## config.mk

```make
export PLATFORM = sky130hd
export DESIGN_NAME = spm_core
export DESIGN_NICKNAME = d
export VERILOG_FILES = /design/src/design/spm_pkg.sv /design/src/design/spm_core.sv /design/src/design/spm_pin_sync.sv
export VERILOG_INCLUDE_DIRS = /design/src /design/src/design
export SDC_FILE = /design/constraint.sdc
export NUM_CORES = 1
export LEC_CHECK = 0
export BUFFER_PORTS_ARGS = -buffer_cell sky130_fd_sc_hd__buf_2
export CELL_PAD_IN_SITES_DETAIL_PLACEMENT = 0
export CELL_PAD_IN_SITES_GLOBAL_PLACEMENT = 1
export CORE_ASPECT_RATIO = 0.7
export CORE_MARGIN = 10
export CORE_UTILIZATION = 49
export DETAILED_ROUTE_END_ITERATION = 7
export HOLD_SLACK_MARGIN = 0.15
export PLACE_DENSITY = 0.92
export SYNTH_ARGS = -nofsm -noshare
export SYNTH_HDL_FRONTEND = slang
export SYNTH_SLANG_ARGS = --single-unit
```

## constraint.sdc

```tcl
create_clock -name I_CLK_SYS -period 3.1 [get_ports I_CLK_SYS]
set_input_delay 0 -clock I_CLK_SYS [delete_from_list [all_inputs] [get_ports I_CLK_SYS]]
set_output_delay 0 -clock I_CLK_SYS [all_outputs]
set_load 0.05 [all_outputs]
```

## src/design/spm_params.svh

```systemverilog
// Register offsets, field positions, reset values and widths of the block
`ifndef SPM_PARAMS_SVH
`define SPM_PARAMS_SVH

// ==========================================================
// Register offsets (byte addresses)
`define SPM_ADDR_CTRL1 8'h00
`define SPM_ADDR_CTRL2 8'h04
`define SPM_ADDR_BAUD 8'h08
`define SPM_ADDR_STATUS 8'h0C
`define SPM_ADDR_DATA 8'h10
`define SPM_ADDR_MASK 8'h14

// ==========================================================
// Field positions
`define SPM_C1_EN 0
`define SPM_C1_MASTER_SELECT_BIT 1
`define SPM_C1_MFEN 2
`define SPM_C2_WSS 0
`define SPM_ST_CMPL 0
`define SPM_ST_TEMP 1
`define SPM_ST_MODE_FAULT_FLAG 2

// ==========================================================
// Reset values and widths
`define SPM_RST_CTRL1 3'h0
`define SPM_RST_BAUD 8'h00
`define SPM_RST_MASK 3'h7
`define SPM_RST_DATA 8'h00
`define SPM_BYTE_BITS 4'h8
`define SPM_ZERO8 8'h00

`endif

```

## src/design/spm_pkg.sv

```systemverilog
// Types shared by the serial port core
package spm_pkg;
  typedef enum logic [2:0] {
    SPM_IDLE = 3'b001,
    SPM_RUN = 3'b010,
    SPM_SLV = 3'b100
  } spm_state_t;
endpackage : spm_pkg

```

## src/design/spm_core.sv

```systemverilog
// Serial port core: low-power modes, reset behaviour and interrupt logic
`timescale 1ns/10ps
`include "spm_params.svh"

module spm_core (
  // Clock and reset
  input wire logic I_CLK_SYS,
  input wire logic I_RST,
  // Register port
  input wire logic [7:0] I_ADDR,
  input wire logic [7:0] I_WDATA,
  input wire logic I_WR,
  input wire logic I_RD,
  output logic [7:0] O_RDATA,
  // Power modes
  input wire logic I_WAIT,
  input wire logic I_STOP,
  // Serial pins
  input wire logic I_SCK,
  output logic O_SCK,
  output logic O_SCK_OE,
  input wire logic I_MOSI,
  output logic O_MOSI,
  output logic O_MOSI_OE,
  input wire logic I_MISO,
  output logic O_MISO,
  output logic O_MISO_OE,
  input wire logic I_SS_N,
  // Interrupt
  output logic O_IRQ
);
  import spm_pkg::*;

  // ==========================================================
  // Pin synchronisers
  logic sck_s;
  logic mosi_s;
  logic miso_s;
  logic ss_n_s;
  spm_pin_sync #(.RST_VAL(1'b0)) u_sck (.i_clk(I_CLK_SYS), .i_rst(I_RST),
    .i_pin(I_SCK), .o_level(sck_s));
  spm_pin_sync #(.RST_VAL(1'b0)) u_mosi (.i_clk(I_CLK_SYS), .i_rst(I_RST),
    .i_pin(I_MOSI), .o_level(mosi_s));
  spm_pin_sync #(.RST_VAL(1'b0)) u_miso (.i_clk(I_CLK_SYS), .i_rst(I_RST),
    .i_pin(I_MISO), .o_level(miso_s));
  spm_pin_sync #(.RST_VAL(1'b1)) u_ss (.i_clk(I_CLK_SYS), .i_rst(I_RST),
    .i_pin(I_SS_N), .o_level(ss_n_s));

  // ==========================================================
  // State
  spm_state_t state_ff;
  spm_state_t nxt_state;
  logic en_ff;
  logic master_select_bit_ff;
  logic mfen_ff;
  logic wss_ff;
  logic [7:0] baud_ff;
  logic [2:0] mask_ff;
  logic cmpl_ff;
  logic temp_ff;
  logic mode_fault_flag_ff;
  logic arm_cmpl_ff;
  logic arm_mode_fault_flag_ff;
  logic [7:0] data_rx_ff;
  logic [7:0] tx_buf_ff;
  logic [7:0] rdata_ff;
  logic [7:0] sh_ff;
  logic cap_ff;
  logic [3:0] bit_cnt_ff;
  logic [7:0] div_ff;
  logic sck_o_ff;
  logic sck_q_ff;
  logic ss_q_ff;
  logic lp_q_ff;
  logic echo_ff;
  logic pend_ff;
  logic [7:0] pend_byte_ff;

  // ==========================================================
  // Decode
  wire wr_c1 = I_WR && (I_ADDR == `SPM_ADDR_CTRL1);
  wire wr_c2 = I_WR && (I_ADDR == `SPM_ADDR_CTRL2);
  wire wr_baud = I_WR && (I_ADDR == `SPM_ADDR_BAUD);
  wire wr_st = I_WR && (I_ADDR == `SPM_ADDR_STATUS);
  wire wr_data = I_WR && (I_ADDR == `SPM_ADDR_DATA);
  wire wr_mask = I_WR && (I_ADDR == `SPM_ADDR_MASK);
  wire rd_st = I_RD && (I_ADDR == `SPM_ADDR_STATUS);
  wire rd_data = I_RD && (I_ADDR == `SPM_ADDR_DATA);
  wire [2:0] status = {mode_fault_flag_ff, temp_ff, cmpl_ff};

  // Stop always freezes; wait only when wait stop select is set
  wire lp = I_STOP || (I_WAIT && wss_ff);
  wire lp_exit = lp_q_ff && !lp;
  wire slave = en_ff && !master_select_bit_ff && !mode_fault_flag_ff;
  wire sck_rise = sck_s && !sck_q_ff;
  wire sck_fall = !sck_s && sck_q_ff;
  wire ss_fall = !ss_n_s && ss_q_ff;
  wire mode_fault_flag_set = en_ff && master_select_bit_ff && mfen_ff && !ss_n_s;
  // The synchronised return data lags about five clocks, so a master
  // half period shorter than that samples the previous bit
  wire div_hit = (div_ff == baud_ff);
  wire m_tick = (state_ff == SPM_RUN) && !lp && div_hit;
  wire m_rise = m_tick && !sck_o_ff;
  wire m_fall = m_tick && sck_o_ff;
  wire s_act = (state_ff == SPM_SLV) && !ss_n_s;
  // Slave edges are followed even in low power, keeping bit sync
  wire s_rise = s_act && sck_rise;
  wire s_fall = s_act && sck_fall;
  wire any_fall = m_fall || s_fall;
  wire last_bit = (bit_cnt_ff == (`SPM_BYTE_BITS - 4'h1));
  wire byte_done = any_fall && last_bit;
  wire [7:0] rx_byte = {sh_ff[6:0], cap_ff};
  wire m_start = (state_ff == SPM_IDLE) && en_ff && master_select_bit_ff && !temp_ff
    && !lp && !wr_data && !mode_fault_flag_set;
  wire s_start = slave && ss_fall;
  // Echo mode sends back the byte just taken in
  wire [7:0] s_reload = (lp && echo_ff) ? rx_byte : tx_buf_ff;
  wire s_takes_buf = s_start || (s_fall && last_bit && !lp);
  wire load_buf = m_start || s_takes_buf || (m_fall && last_bit && !temp_ff);
  wire copy_now = (byte_done && !lp) || (lp_exit && pend_ff);
  wire [7:0] copy_byte = (lp_exit && pend_ff) ? pend_byte_ff : rx_byte;
  // A frame that opens in echo mode starts with the last byte taken in
  wire [7:0] s_echo_byte = pend_ff ? pend_byte_ff : data_rx_ff;
  wire [7:0] s_first = (lp && echo_ff) ? s_echo_byte : tx_buf_ff;

  logic [7:0] rd_mux;
  assign rd_mux =
    (I_ADDR == `SPM_ADDR_CTRL1) ? {5'h00, mfen_ff, master_select_bit_ff, en_ff} :
    (I_ADDR == `SPM_ADDR_CTRL2) ? {7'h00, wss_ff} :
    (I_ADDR == `SPM_ADDR_BAUD) ? baud_ff :
    (I_ADDR == `SPM_ADDR_STATUS) ? {5'h00, status} :
    (I_ADDR == `SPM_ADDR_DATA) ? data_rx_ff :
    (I_ADDR == `SPM_ADDR_MASK) ? {5'h00, mask_ff} : `SPM_ZERO8;

  // ==========================================================
  // State machine
  always_comb begin
    nxt_state = state_ff;
    case (state_ff)
      SPM_IDLE: begin
        if (m_start) begin
          nxt_state = SPM_RUN;
        end else if (s_start) begin
          nxt_state = SPM_SLV;
        end
      end
      SPM_RUN: begin
        if (byte_done && temp_ff) begin
          nxt_state = SPM_IDLE;
        end
      end
      SPM_SLV: begin
        if (ss_n_s) begin
          nxt_state = SPM_IDLE;
        end
      end
      default: nxt_state = SPM_IDLE;
    endcase
    if (mode_fault_flag_set || !en_ff) begin
      nxt_state = SPM_IDLE;
    end
  end

  // ==========================================================
  // Control registers
  always_ff @(posedge I_CLK_SYS) begin
    if (I_RST) begin
      {mfen_ff, master_select_bit_ff, en_ff} <= `SPM_RST_CTRL1;
      wss_ff <= 1'b0;
      baud_ff <= `SPM_RST_BAUD;
      mask_ff <= `SPM_RST_MASK;
    end else begin
      if (wr_c1) begin
        en_ff <= I_WDATA[`SPM_C1_EN];
        mfen_ff <= I_WDATA[`SPM_C1_MFEN];
      end
      if (mode_fault_flag_set) begin
        master_select_bit_ff <= 1'b0;
      end else if (wr_c1) begin
        master_select_bit_ff <= I_WDATA[`SPM_C1_MASTER_SELECT_BIT];
      end
      if (wr_c2) begin
        wss_ff <= I_WDATA[`SPM_C2_WSS];
      end
      if (wr_baud) begin
        baud_ff <= I_WDATA;
      end
      if (wr_mask) begin
        mask_ff <= I_WDATA[2:0];
      end
    end
  end

  // ==========================================================
  // Flags; a set in the same cycle as a clear wins
  always_ff @(posedge I_CLK_SYS) begin
    if (I_RST) begin
      cmpl_ff <= 1'b0;
      temp_ff <= 1'b1;
      mode_fault_flag_ff <= 1'b0;
      arm_cmpl_ff <= 1'b0;
      arm_mode_fault_flag_ff <= 1'b0;
    end else begin
      if (rd_st) begin
        arm_cmpl_ff <= cmpl_ff;
        arm_mode_fault_flag_ff <= mode_fault_flag_ff;
      end
      if (copy_now) begin
        cmpl_ff <= 1'b1;
      end else if ((rd_data && arm_cmpl_ff) ||
                   (wr_st && I_WDATA[`SPM_ST_CMPL])) begin
        cmpl_ff <= 1'b0;
        arm_cmpl_ff <= 1'b0;
      end
      if (load_buf) begin
        temp_ff <= 1'b1;
      end else if (wr_data || (wr_st && I_WDATA[`SPM_ST_TEMP])) begin
        temp_ff <= 1'b0;
      end
      if (mode_fault_flag_set) begin
        mode_fault_flag_ff <= 1'b1;
      end else if ((wr_c1 && arm_mode_fault_flag_ff) ||
                   (wr_st && I_WDATA[`SPM_ST_MODE_FAULT_FLAG])) begin
        mode_fault_flag_ff <= 1'b0;
        arm_mode_fault_flag_ff <= 1'b0;
      end
    end
  end

  // ==========================================================
  // Data registers
  always_ff @(posedge I_CLK_SYS) begin
    if (I_RST) begin
      data_rx_ff <= `SPM_RST_DATA;
      tx_buf_ff <= `SPM_RST_DATA;
      rdata_ff <= `SPM_ZERO8;
    end else begin
      if (wr_data) begin
        tx_buf_ff <= I_WDATA;
      end
      if (copy_now) begin
        data_rx_ff <= copy_byte;
      end
      rdata_ff <= I_RD ? rd_mux : `SPM_ZERO8;
    end
  end

  // ==========================================================
  // Shifter; the shift register is not cleared by a data write, but a
  // slave selected loads tx_buf_ff, so before any write it sends zero
  always_ff @(posedge I_CLK_SYS) begin
    if (I_RST) begin
      state_ff <= SPM_IDLE;
      sh_ff <= `SPM_ZERO8;
      cap_ff <= 1'b0;
      bit_cnt_ff <= 4'h0;
      div_ff <= `SPM_ZERO8;
      sck_o_ff <= 1'b0;
      sck_q_ff <= 1'b0;
      ss_q_ff <= 1'b1;
      lp_q_ff <= 1'b0;
      echo_ff <= 1'b0;
      pend_ff <= 1'b0;
      pend_byte_ff <= `SPM_ZERO8;
    end else begin
      state_ff <= nxt_state;
      sck_q_ff <= sck_s;
      ss_q_ff <= ss_n_s;
      lp_q_ff <= lp;
      if (lp && !lp_q_ff) begin
        echo_ff <= temp_ff;
      end
      if (nxt_state != SPM_RUN) begin
        div_ff <= `SPM_ZERO8;
        sck_o_ff <= 1'b0;
      end else if (!lp) begin
        div_ff <= div_hit ? `SPM_ZERO8 : div_ff + 8'h01;
        sck_o_ff <= div_hit ? !sck_o_ff : sck_o_ff;
      end
      if (m_rise) begin
        cap_ff <= miso_s;
      end else if (s_rise) begin
        cap_ff <= mosi_s;
      end
      if (m_start) begin
        sh_ff <= tx_buf_ff;
        bit_cnt_ff <= 4'h0;
      end else if (s_start) begin
        sh_ff <= s_first;
        bit_cnt_ff <= 4'h0;
      end else if (any_fall) begin
        bit_cnt_ff <= last_bit ? 4'h0 : bit_cnt_ff + 4'h1;
        if (!last_bit) begin
          sh_ff <= rx_byte;
        end else if (s_fall) begin
          sh_ff <= s_reload;
        end else begin
          sh_ff <= tx_buf_ff;
        end
      end
      if (byte_done && lp) begin
        pend_ff <= 1'b1;
        pend_byte_ff <= rx_byte;
      end else if (lp_exit) begin
        pend_ff <= 1'b0;
      end
    end
  end

  // ==========================================================
  // Pins and interrupt; all drivers drop while mode fault stands
  assign O_SCK = sck_o_ff;
  assign O_MOSI = sh_ff[7];
  assign O_MISO = sh_ff[7];
  assign O_SCK_OE = en_ff && master_select_bit_ff && !mode_fault_flag_ff;
  assign O_MOSI_OE = en_ff && master_select_bit_ff && !mode_fault_flag_ff;
  assign O_MISO_OE = slave && !ss_n_s;
  assign O_IRQ = en_ff && |(status & mask_ff);
  assign O_RDATA = rdata_ff;

  logic got_ff;
  always_ff @(posedge I_CLK_SYS) begin
    if (I_RST) begin
      got_ff <= 1'b0;
    end else if (copy_now) begin
      got_ff <= 1'b1;
    end
  end
endmodule : spm_core

```

## src/design/spm_pin_sync.sv

```systemverilog
// Three-stage input synchroniser with agreement filter
`timescale 1ns/10ps
module spm_pin_sync #(
  parameter logic RST_VAL = 1'b0
) (
  // Clock and reset
  input wire logic i_clk,
  input wire logic i_rst,
  // Pin and synchronised level
  input wire logic i_pin,
  output logic o_level
);
  logic s1_ff;
  logic s2_ff;
  logic s3_ff;
  logic level_ff;
  // Level only moves once stages two and three agree
  always_ff @(posedge i_clk) begin
    if (i_rst) begin
      s1_ff <= RST_VAL;
      s2_ff <= RST_VAL;
      s3_ff <= RST_VAL;
      level_ff <= RST_VAL;
    end else begin
      s1_ff <= i_pin;
      s2_ff <= s1_ff;
      s3_ff <= s2_ff;
      if (s2_ff == s3_ff) begin
        level_ff <= s3_ff;
      end
    end
  end
  assign o_level = level_ff;
endmodule : spm_pin_sync

```

==> impl_metrics.json, run 1 <==
{
  "slew_headroom": 0.399,
  "grt_pass1_wl_microns": 20700,
  "cp_data_arrival_time_ns": 2.65,
  "fin_area_sq_mm": 0.00542,
  "post-route-drc-count": 0,
  "maxSlewViolCount": 0,
  "io_buffers": 40,
  "vias_per_cell": 5.86,
  "timing.critical_path.to_type": "flop",
  "finalSetupTns_ns": 0,
  "run_status": "complete, no violations",
  "clockRootBuffer": "clkbuf_16",
  "cts_tree": "built",
  "htree_levels": 3,
  "groute.usage.overall": 0.188,
  "start_util": 0.507,
  "pin_count": 41,
  "timing.hold.ws_ns": 0.164,
  "num-nets-final": 601,
  "synth_edf_count": 0,
  "ff2ff_path_depth": 8,
  "dp.cells": 666,
  "dp_hpwl_microns": 8750,
  "syn-cell-area_sq_mm": 0.00461,
  "p_per_area_mw_per_mm2": 478,
  "synthCells": 524,
  "hp-start": "I_ADDR[3]",
  "die_y_microns": 101,
  "fin_skew_ns": 0.00526,
  "reg2reg_slack_ns": 0.69,
  "multi_input_area_sq_mm": 0.00244,
  "vias": 4111,
  "postRouteAntennaNets": 0,
  "regArea_sq_mm": 0.00196,
  "synth_cell_type_count": 65,
  "antenna_found_initial": 0,
  "wl_per_cell_microns": 17.8,
  "grt_overflow": 0,
  "rows": 29,
  "cts_made_buffers": 9,
  "drt_pass1_iterations": 5,
  "rsz0062_at_grt": "false",
  "critPathLaunchType": "flop",
  "cap_viol_max_count": 0,
  "r2r_start": "wss_ff",
  "first_iter_violations": 419,
  "synth-seq-area-share": 0.425,
  "die_area_sq_mm": 0.0138,
  "instances_no_fill": 702,
  "cts.repair.resized": 0,
  "hold_class": "input pin to flop",
  "r2r-end": "data_rx_ff[0]",
  "grt_max_degree": 49,
  "endpoint": "data_rx_ff[0]",
  "clk_path_buf_depth": 2,
  "layout_worst_path_cycle_share": 0.776,
  "final_util": 0.595,
  "grt_pass1_vias": 3991,
  "fmax_ghz": 0.415,
  "placed_area_sq_mm": 0.00490,
  "synth.avg_cell_area_sq_um": 8.80,
  "worst_skew_pair.late_latency_ns": 0.35,
  "setup_viol": 0,
  "core-area_sq_mm": 0.00911,
  "required_ns": 3.35,
  "layout_min_cycle_time_ns": 2.41,
  "worstMarginPinSlew_ns": 0.890,
  "postSynth.asyncResetShare": 0,
  "hold_viol": 0,
  "syn-num-nets": 552,
  "peakVddDrop_mv": 0.310,
  "final.fill_count": 811,
  "die_w_microns": 136,
  "ys_seq_elements": 98,
  "cts_sinks": 98,
  "gp_congestion": 0.905,
  "syn2layout_area_growth_pct": 17.4,
  "critical_path.max_fanout": 10,
  "leakage_nw": 2.09,
  "synth_ff_type": "dfxtp_1",
  "worst-setup-path-type": "flop to flop",
  "yosysWarnings": 0,
  "clk_pin_slew_worst_paths_ns": 0.07,
  "drt-total-wl_microns": 12500,
  "crit_start": "wss_ff",
  "final_layout_size_suffix_gt1_frac": 0.168,
  "antenna_cells": 0
}
## worst min path at each step
stage	to	slack, ns	cells after the start
global route	O_RDATA[0]	0.22	3
CTS	O_RDATA[1]	0.15	4
finish	O_RDATA[1]	0.16	4
floorplan	u_ss.s1_ff	0.10	1
detailed placement	u_ss.s1_ff	0.19	2
global placement	u_ss.s1_ff	0.19	2
## routing by layer
| metal | vias up | GRT usage | share of wire |
|---|---|---|---|
| met2 | 186 | 0.285 | 0.44 |
| met4 | 0 | 0.0490 | 0.012 |
| li1 | 1953 | - | - |
| met1 | 1952 | 0.254 | 0.47 |
| met3 | 20 | 0.0598 | 0.084 |
| met5 | - | 0 | 0 |
## critical path, cell delays in order, from the launching register on
cell and delay, ns:
dfxtp_1 0.45, a21oi_1 0.13, dlygate4sd3_1 0.57, buf_4 0.18
nand2_1 0.09, nand2_1 0.08, o21ai_2 0.22, buf_4 0.24
mux2_2 0.33
## synth_stat cells (2+ instances only)
| cell type | number | area (sq um) |
|---|---|---|
| a21o_1 | 2 | 15.0 |
| a21oi_1 | 39 | 195 |
| a22oi_1 | 9 | 67.6 |
| a311oi_1 | 9 | 78.8 |
| a31oi_1 | 2 | 12.5 |
| a32oi_1 | 3 | 26.3 |
| and2_1 | 3 | 18.8 |
| and3_1 | 6 | 37.5 |
| buf_2 | 7 | 35.0 |
| buf_4 | 2 | 15.0 |
| clkbuf_1 | 20 | 75.1 |
| dfxtp_1 | 98 | 1960 |
| ha_1 | 2 | 25.0 |
| inv_1 | 18 | 67.6 |
| mux2_2 | 12 | 135 |
| mux2i_1 | 27 | 270 |
| nand2_1 | 55 | 206 |
| nand2b_1 | 3 | 18.8 |
| nand3_1 | 18 | 90.1 |
| nand3b_1 | 6 | 45.0 |
| nand4_1 | 8 | 50.1 |
| nor2_1 | 51 | 191 |
| nor2b_1 | 21 | 131 |
| nor3_1 | 12 | 60.1 |
| nor3b_1 | 2 | 15.0 |
| nor4_2 | 2 | 25.0 |
| nor4b_2 | 2 | 30.0 |
| nor4b_4 | 2 | 47.6 |
| o2111ai_1 | 3 | 26.3 |
| o211ai_1 | 2 | 15.0 |
| o21a_1 | 2 | 15.0 |
| o21ai_0 | 15 | 75.1 |
| o32ai_1 | 8 | 70.1 |
| or2_2 | 6 | 37.5 |
| or3_1 | 3 | 18.8 |
| xnor2_1 | 11 | 96.3 |
| xor2_1 | 5 | 43.8 |
## cell families after synthesis
group                    share of synthesized area
multiplexers                                0.0879
adder cells (fa/ha/maj)                    0.00542
AND/OR/NAND/NOR                              0.247
XOR/XNOR                                    0.0304
AO/OA/AOI/OAI                                0.159
flip-flops                                   0.425
buffers and inverters                       0.0450
## layout by cell type (no fill, tap or decap), types with 3 or more instances in the layout
master,netlist,final
dfxtp_1,98,98
nand2_1,55,55
nor2_1,51,51
buf_2,7,40
a21oi_1,39,39
mux2i_1,27,27
nor2b_1,21,21
dlygate4sd3_1,0,20
inv_1,18,18
nand3_1,18,18
o21ai_0,15,15
nor3_1,12,12
mux2_2,12,12
xnor2_1,11,11
a311oi_1,9,9
a22oi_1,9,9
clkbuf_16,0,9
buf_4,2,9
nand4_1,8,8
o32ai_1,8,8
nand3b_1,6,6
and3_1,6,6
or2_2,6,6
xor2_1,5,5
and2_1,3,3
nand2b_1,3,3
or3_1,3,3
a32oi_1,3,3
o2111ai_1,3,3
## power breakdown
part	leakage (nW)	total, mW	switching, mW	internal (mW)
clock network	0.153	1.21	0.498	0.710
registers	0.792	1.27	0.00495	1.27
logic	1.15	0.110	0.0635	0.0466
## through the flow
stage / setup slack (ns) / power, mW
2_1_floorplan: 0.556 / 1.35
3_3_place_gp: 0.911 / 1.39
3_5_place_dp: 0.848 / 1.39
4_1_cts: 0.771 / 2.60
5_1_grt: 0.557 / 2.66
6_report: 0.693 / 2.59
## what timing repair did
item,4_1_cts,5_1_grt
hold buffers,20,0
endpoints found under the hold margin,33,0
setup endpoints to repair,0,0
buffers inserted,0,0
## cell type report
type / instances / share of cell area
Inverter: 18 / 0.0125
Clock inverter: 6 / 0.0166
Timing Repair Buffer: 69 / 0.0864
Tap cell: 124 / 0.0287
Sequential cell: 98 / 0.362
Clock buffer: 10 / 0.0423
Multi-Input combinational cell: 377 / 0.451
## registers in the layout, indices dropped and copies added, names as in the netlist, 3 cells and up
register and count:
O_RDATA 8, baud_ff 8, data_rx_ff 8, div_ff 8, pend_byte_ff 8, sh_ff 8
tx_buf_ff 8, bit_cnt_ff 4, mask_ff 3, state_ff 3
(Power assumes the default switching activity.)
==> inputs of run 2 (changes only) <==
--- a/config.mk
+++ b/config.mk
@@ -6,15 +6,16 @@
 export SDC_FILE = /design/constraint.sdc
 export NUM_CORES = 1
 export LEC_CHECK = 0
+export ABC_AREA = 1
 export BUFFER_PORTS_ARGS = -buffer_cell sky130_fd_sc_hd__buf_2
 export CELL_PAD_IN_SITES_DETAIL_PLACEMENT = 0
 export CELL_PAD_IN_SITES_GLOBAL_PLACEMENT = 1
 export CORE_ASPECT_RATIO = 0.7
 export CORE_MARGIN = 10
-export CORE_UTILIZATION = 49
+export CORE_UTILIZATION = 38
 export DETAILED_ROUTE_END_ITERATION = 7
 export HOLD_SLACK_MARGIN = 0.15
-export PLACE_DENSITY = 0.92
+export PLACE_DENSITY = 0.82
 export SYNTH_ARGS = -nofsm -noshare
 export SYNTH_HDL_FRONTEND = slang
 export SYNTH_SLANG_ARGS = --single-unit
==> constraint.sdc (replaced) <==
create_clock -name I_CLK_SYS -period 2.06 [get_ports I_CLK_SYS]
set_input_delay 0 -clock I_CLK_SYS [delete_from_list [all_inputs] [get_ports I_CLK_SYS]]
set_output_delay 0 -clock I_CLK_SYS [all_outputs]
set_load 0.05 [all_outputs]
==> run 2 against run 1 <==
Compared with the run above: flip-flop and latch count unchanged; global-route usage down 3.5 points; combinational power increased by 55%; critical endpoint is now div_ff[3].
==> impl_metrics.json, run 2 <==
{
  "clkPwrFrac": 0.488,
  "peakVddDrop_mv": 0.503,
  "timing.critical_path.cells": "inv_2, nand2_1, nand2_1, nor2_1, nand2_1, nor2_4, nand3_2, nand2_4, nand3_1, nand2_1, nand2_1, nand2_2, nor2_1",
  "required_ns": 2.29,
  "ys_seq_elements": 98,
  "critical_path.max_fanout": 11,
  "pwr-share-seq": 0.470,
  "start_util": 0.386,
  "setup_viol": 0,
  "yosys.area.top_type": "dfxtp_1",
  "p_int_mw": 3.23,
  "vias": 4625,
  "r2r_start": "div_ff[0]",
  "holdPathStages": 6,
  "multi_input_area_sq_mm": 0.00225,
  "post-route-drc-count": 0,
  "clockRootBuffer": "clkbuf_16",
  "rsz0062_at_grt": "false",
  "crit_buf_inv": 1,
  "cts_made_buffers": 9,
  "syn2layout_area_growth_pct": 21.1,
  "final_common_cell": "nand2_1",
  "yosys.area.top_type_share": 0.414,
  "first_iter_violations": 460,
  "io_buffers": 40,
  "grt_pass1_wl_microns": 21800,
  "layout_min_cycle_time_ns": 1.90,
  "worstMarginPinSlew_ns": 0.471,
  "worst_slack_ns": 0.164,
  "cp_slowest_stage_delay_ns": 0.48,
  "cp_data_arrival_time_ns": 2.12,
  "slowest_stage": "dfxtp_1",
  "synth-seq-area-share": 0.414,
  "maxSlewViolCount": 0,
  "finalSetupTns_ns": 0,
  "switching_share": 0.205,
  "leakage_nw": 2.42,
  "grt_pass1_vias": 4252,
  "synth_cell_type_count": 38,
  "pre_cts_ws_ns": 0.138,
  "synth_edf_count": 0,
  "p_sw_mw": 0.836,
  "cp_top_family": "simple AND/OR/NAND/NOR gates",
  "pin_count": 41,
  "die_y_microns": 113,
  "rows": 34,
  "htree_levels": 3,
  "fmax_ghz": 0.527,
  "die_w_microns": 153,
  "cts_sinks": 98,
  "cp_common_cell": "nand2_1",
  "grt_max_degree": 35,
  "synthCells": 698,
  "groute.usage.overall": 0.153,
  "synth_ff_type": "dfxtp_1",
  "final_layout_size_suffix_gt1_frac": 0.138,
  "hold_class": "input pin to flop",
  "ff2ff_path_depth": 13,
  "drt-total-wl_microns": 13500,
  "yosysWarnings": 0,
  "dp_hpwl_microns": 10100,
  "postSynth.asyncResetShare": 0,
  "postRouteAntennaNets": 0,
  "clk_pin_slew_worst_paths_ns": 0.07,
  "cap_viol_max_count": 0,
  "hold_viol": 0,
  "die_area_sq_mm": 0.0174,
  "core-area_sq_mm": 0.0123,
  "wl_per_cell_microns": 14.5,
  "slew_headroom": 0.685,
  "power.share.combinational": 0.042,
  "worst-setup-path-type": "flop to flop",
  "vias_per_cell": 4.97,
  "clk_path_buf_depth": 2,
  "final.fill_count": 1205,
  "gp_congestion": 0.874,
  "drt_pass1_iterations": 5,
  "run_status": "complete, no violations",
  "timing.critical_path.to_type": "flop",
  "synth.avg_cell_area_sq_um": 6.79,
  "synth_commonest_cells": "nand2_1 (150), nor2_1 (99), dfxtp_1 (98)",
  "antenna_cells": 0,
  "final_cell_mix": "nand2_1 (150), nor2_1 (98), dfxtp_1 (96), inv_1 (95), a21oi_1 (65)",
  "critPathLaunchType": "flop",
  "layout_worst_path_cycle_share": 0.921,
  "hp-start": "I_ADDR[5]",
  "fin_skew_ns": 0.0111,
  "regArea_sq_mm": 0.00196,
  "synth.area.top_cells": "dfxtp_1 (41%), nand2_1 (12%), nor2_1 (7.8%)",
  "syn-num-nets": 726,
  "antenna_found_initial": 0,
  "synth.most_common_cell": "nand2_1",
  "syn-cell-area_sq_mm": 0.00474,
  "hold_path_end": "O_RDATA[3]",
  "reg2reg_slack_ns": 0.16,
  "grt_overflow": 0,
  "worst_skew_pair.late_latency_ns": 0.34,
  "p_per_area_mw_per_mm2": 709,
  "r2r-end": "div_ff[3]",
  "num-nets-final": 792,
  "cts_tree": "built",
  "post_cts_buffers": 0
}
run 2: area by class of cell:
| class | count | area share |
|---|---|---|
| Tap cell | 162 | 0.0353 |
| Clock inverter | 4 | 0.0170 |
| Multi-Input combinational cell | 469 | 0.392 |
| Timing Repair Buffer | 81 | 0.0994 |
| Sequential cell | 98 | 0.342 |
| Clock buffer | 12 | 0.0447 |
| Inverter | 105 | 0.0691 |
run 2: cells by family after synthesis:
logic type | after synthesis | synth area share
simple gates | 320 | 0.298
compound gates | 146 | 0.168
buf+inv | 131 | 0.114
flops | 98 | 0.414
fa+ha+maj | 2 | 0.00528
xor+xnor | 1 | 0.00185
run 2: worst max-delay path by stage:
stage,cells after the start,start,to,slack (ns)
after floorplan,3,en_ff,O_SCK_OE,0.14
after global placement,10,state_ff[1],sh_ff[5],0.17
after detailed placement,12,baud_ff[7],data_rx_ff[4],0.14
after CTS,13,baud_ff[7],div_ff[3],0.11
after global routing,13,baud_ff[4],div_ff[3],0.002
final,13,div_ff[0],div_ff[3],0.16
run 2: layer usage:
layer  track usage  vias up  wire length, microns
met2         0.215      120                  5560
li1              -     2364                     -
met4        0.0458        2                   189
met5        0.0140        -                    28
met1         0.211     2124                  6690
met3        0.0568       15                  1060
run 2: tightest hold or removal path, stage by stage:
cell	delay [ns]
buf_2	0.07
inv_1	0.04
nand4_1	0.13
nor2_4	0.09
nand2_1	0.06
a21oi_1	0.05
run 2: power by group through the flow:
| stage | combinational, mW | sequential (mW) | clock, mW |
|---|---|---|---|
| 2_1_floorplan | 0.0712 | 1.96 | 0 |
| 3_3_place_gp | 0.136 | 1.96 | 0 |
| 3_5_place_dp | 0.137 | 1.96 | 0 |
| 4_1_cts | 0.169 | 1.91 | 2.01 |
| 5_1_grt | 0.188 | 1.91 | 2.10 |
| 6_report | 0.170 | 1.91 | 1.98 |
run 2: repair_timing:
item | in CTS | in global routing
hold endpoints to repair | 45 | 0
endpoints found under the setup margin | 0 | 38
resized for setup | 0 | 6
hold buffers | 25 | 0
run 2: metrics by stage:
step / power, mW / instance area, sq um / hold slack [ns] / std cells / util
after CTS: 4.10 / 5720 / 0.158 / 931 / 0.466
final: 4.07 / 5740 / 0.164 / 931 / 0.467
after floorplan: 2.03 / 4740 / 0.104 / 698 / -
after detailed placement: 2.09 / 5120 / 0.192 / 890 / 0.416
after global routing: 4.20 / 5740 / 0.197 / 931 / 0.467
after global placement: 2.09 / 5120 / 0.190 / 890 / 0.416
==> inputs of run 3 (changes only) <==
--- a/config.mk
+++ b/config.mk
@@ -11,7 +11,7 @@
 export CELL_PAD_IN_SITES_DETAIL_PLACEMENT = 0
 export CELL_PAD_IN_SITES_GLOBAL_PLACEMENT = 1
 export CORE_ASPECT_RATIO = 0.7
-export CORE_MARGIN = 10
+export CORE_MARGIN = 4
 export CORE_UTILIZATION = 38
 export DETAILED_ROUTE_END_ITERATION = 7
 export HOLD_SLACK_MARGIN = 0.15
==> run 3 against run 2 <==
Compared with the run above: worst hold slack gained 0.0089 ns; first-iteration DRC count down 21%; maximum frequency is 0.30% lower; critical path type is now input pin to flop.
==> impl_metrics.json, run 3 (synthesized netlist as in run 2, its figures left out) <==
{
  "cts_sinks": 98,
  "final_layout_size_suffix_gt1_frac": 0.136,
  "layout_worst_path_cycle_share": 0.923,
  "final_common_cell": "nand2_1",
  "hold_viol": 0,
  "critPathLaunchType": "input pin",
  "run_status": "complete, no violations",
  "pin_count": 41,
  "layout_min_cycle_time_ns": 1.90,
  "final.fill_count": 1185,
  "worstMarginPinSlew_ns": 0.447,
  "regArea_sq_mm": 0.00196,
  "worst_skew_pair.late_latency_ns": 0.35,
  "p_per_area_mw_per_mm2": 661,
  "multi_input_area_sq_mm": 0.00226,
  "grt_pass1_wl_microns": 21300,
  "syn2layout_area_growth_pct": 19.9,
  "grt_pass1_vias": 4080,
  "critical_path.max_fanout": 15,
  "clk_path_buf_depth": 2,
  "vias": 4671,
  "cp_data_arrival_time_ns": 2.15,
  "cts_made_buffers": 9,
  "first_iter_violations": 364,
  "drt-total-wl_microns": 13100,
  "peakVddDrop_mv": 0.514,
  "timing.hold.ws_ns": 0.173,
  "timing.critical_path.to_type": "flop",
  "hold_class": "input pin to flop",
  "core-area_sq_mm": 0.0119,
  "rsz0062_at_grt": "false",
  "final_cell_mix": "nand2_1 (150), dfxtp_1 (98), nor2_1 (98), inv_1 (95), a21oi_1 (65)",
  "start_util": 0.397,
  "dp_hpwl_microns": 9760,
  "maxSlewViolCount": 0,
  "clk_pin_slew_worst_paths_ns": 0.07,
  "fin_skew_ns": 0.00885,
  "worst-setup-path-type": "input pin to flop",
  "io_buffers": 40,
  "postRouteAntennaNets": 0,
  "die_y_microns": 101,
  "leakage_nw": 2.40,
  "vias_per_cell": 5.04,
  "finalSetupTns_ns": 0,
  "wl_per_cell_microns": 14.2,
  "cap_viol_max_count": 0,
  "gp_congestion": 0.900,
  "num-nets-final": 793,
  "setup_viol": 0,
  "cts_tree": "built",
  "grt_max_degree": 45,
  "grt_overflow": 0,
  "rows": 33,
  "drt_pass1_iterations": 5,
  "post-route-drc-count": 0,
  "groute.usage.overall": 0.189,
  "required_ns": 2.31,
  "antenna_found_initial": 0,
  "die_area_sq_mm": 0.0144,
  "die_w_microns": 141,
  "fmax_ghz": 0.526,
  "htree_levels": 3,
  "antenna_cells": 0,
  "clockRootBuffer": "clkbuf_16",
  "slew_headroom": 0.702
}
run 3: cell types whose count changed in the layout (fill, tap and decap cells not counted), sizes merged:
cell,before,now
buf,56,57
bufinv,3,0
inv,104,111
clkbuf,12,9
clkinvlp,1,0
run 3: layout make-up:
cell class / count / area share
clock buffer: 9 / 0.0396
clock inverter: 7 / 0.0112
inverter: 105 / 0.0698
multi-input combinational: 469 / 0.398
sequential: 98 / 0.345
tap: 157 / 0.0346
timing repair buffer: 82 / 0.102
run 3: final timing paths:
path                            depth (start not counted)    startpoint  slack [ns]          end
worst max-delay path                                   12     I_ADDR[1]        0.16     sh_ff[0]
worst min-delay path                                    5     I_ADDR[2]        0.17   baud_ff[3]
worst max register to register                         10  u_ss.o_level        0.17     sh_ff[0]
worst min register to register                          2   u_sck.s1_ff        0.40  u_sck.s2_ff
run 3: timing repair:
item                                    4_1_cts  5_1_grt
hold buffers                                 25        0
gates resized for setup                       0        5
endpoints found under the setup margin        0       34
endpoints found under the hold margin        48        0
setup buffers                                 0        2
run 3: critical path: stages:
cell and delay (ns):
dlygate4sd3_1 0.53, buf_2 0.13, nor2_2 0.16, nand3_2 0.15, nor2_4 0.18, nand2_2 0.10, nand2_2 0.22, nand2_1 0.14
nor2_2 0.23, inv_4 0.11, o21ai_1 0.14, nor2_1 0.06
run 3: stage by stage:
step / setup WS, ns / area, sq um / utilization / power, mW / cells
after floorplan: 0.143 / 4740 / - / 2.03 / 698
after global placement: 0.0874 / 5100 / 0.428 / 2.09 / 884
final: 0.158 / 5680 / 0.476 / 3.76 / 927
after CTS: 0.0305 / 5640 / 0.473 / 3.79 / 925
after detailed placement: 0.0788 / 5100 / 0.428 / 2.09 / 884
after global routing: 0.0112 / 5680 / 0.476 / 3.90 / 927
run 3: routing by layer:
metal	up-vias	global-route usage	wire length, microns	share of wire
li1	2370	-	-	-
met1	2169	0.288	6860	0.52
met2	122	0.269	5390	0.41
met3	10	0.0425	771	0.059
met4	0	0.0442	119	0.0091
met5	-	0	0	0
run 3: power by group:
part	total (mW)	switching, mW	internal [mW]
Clock	1.67	0.812	0.855
Combinational	0.176	0.104	0.0720
Sequential	1.91	0.00597	1.91
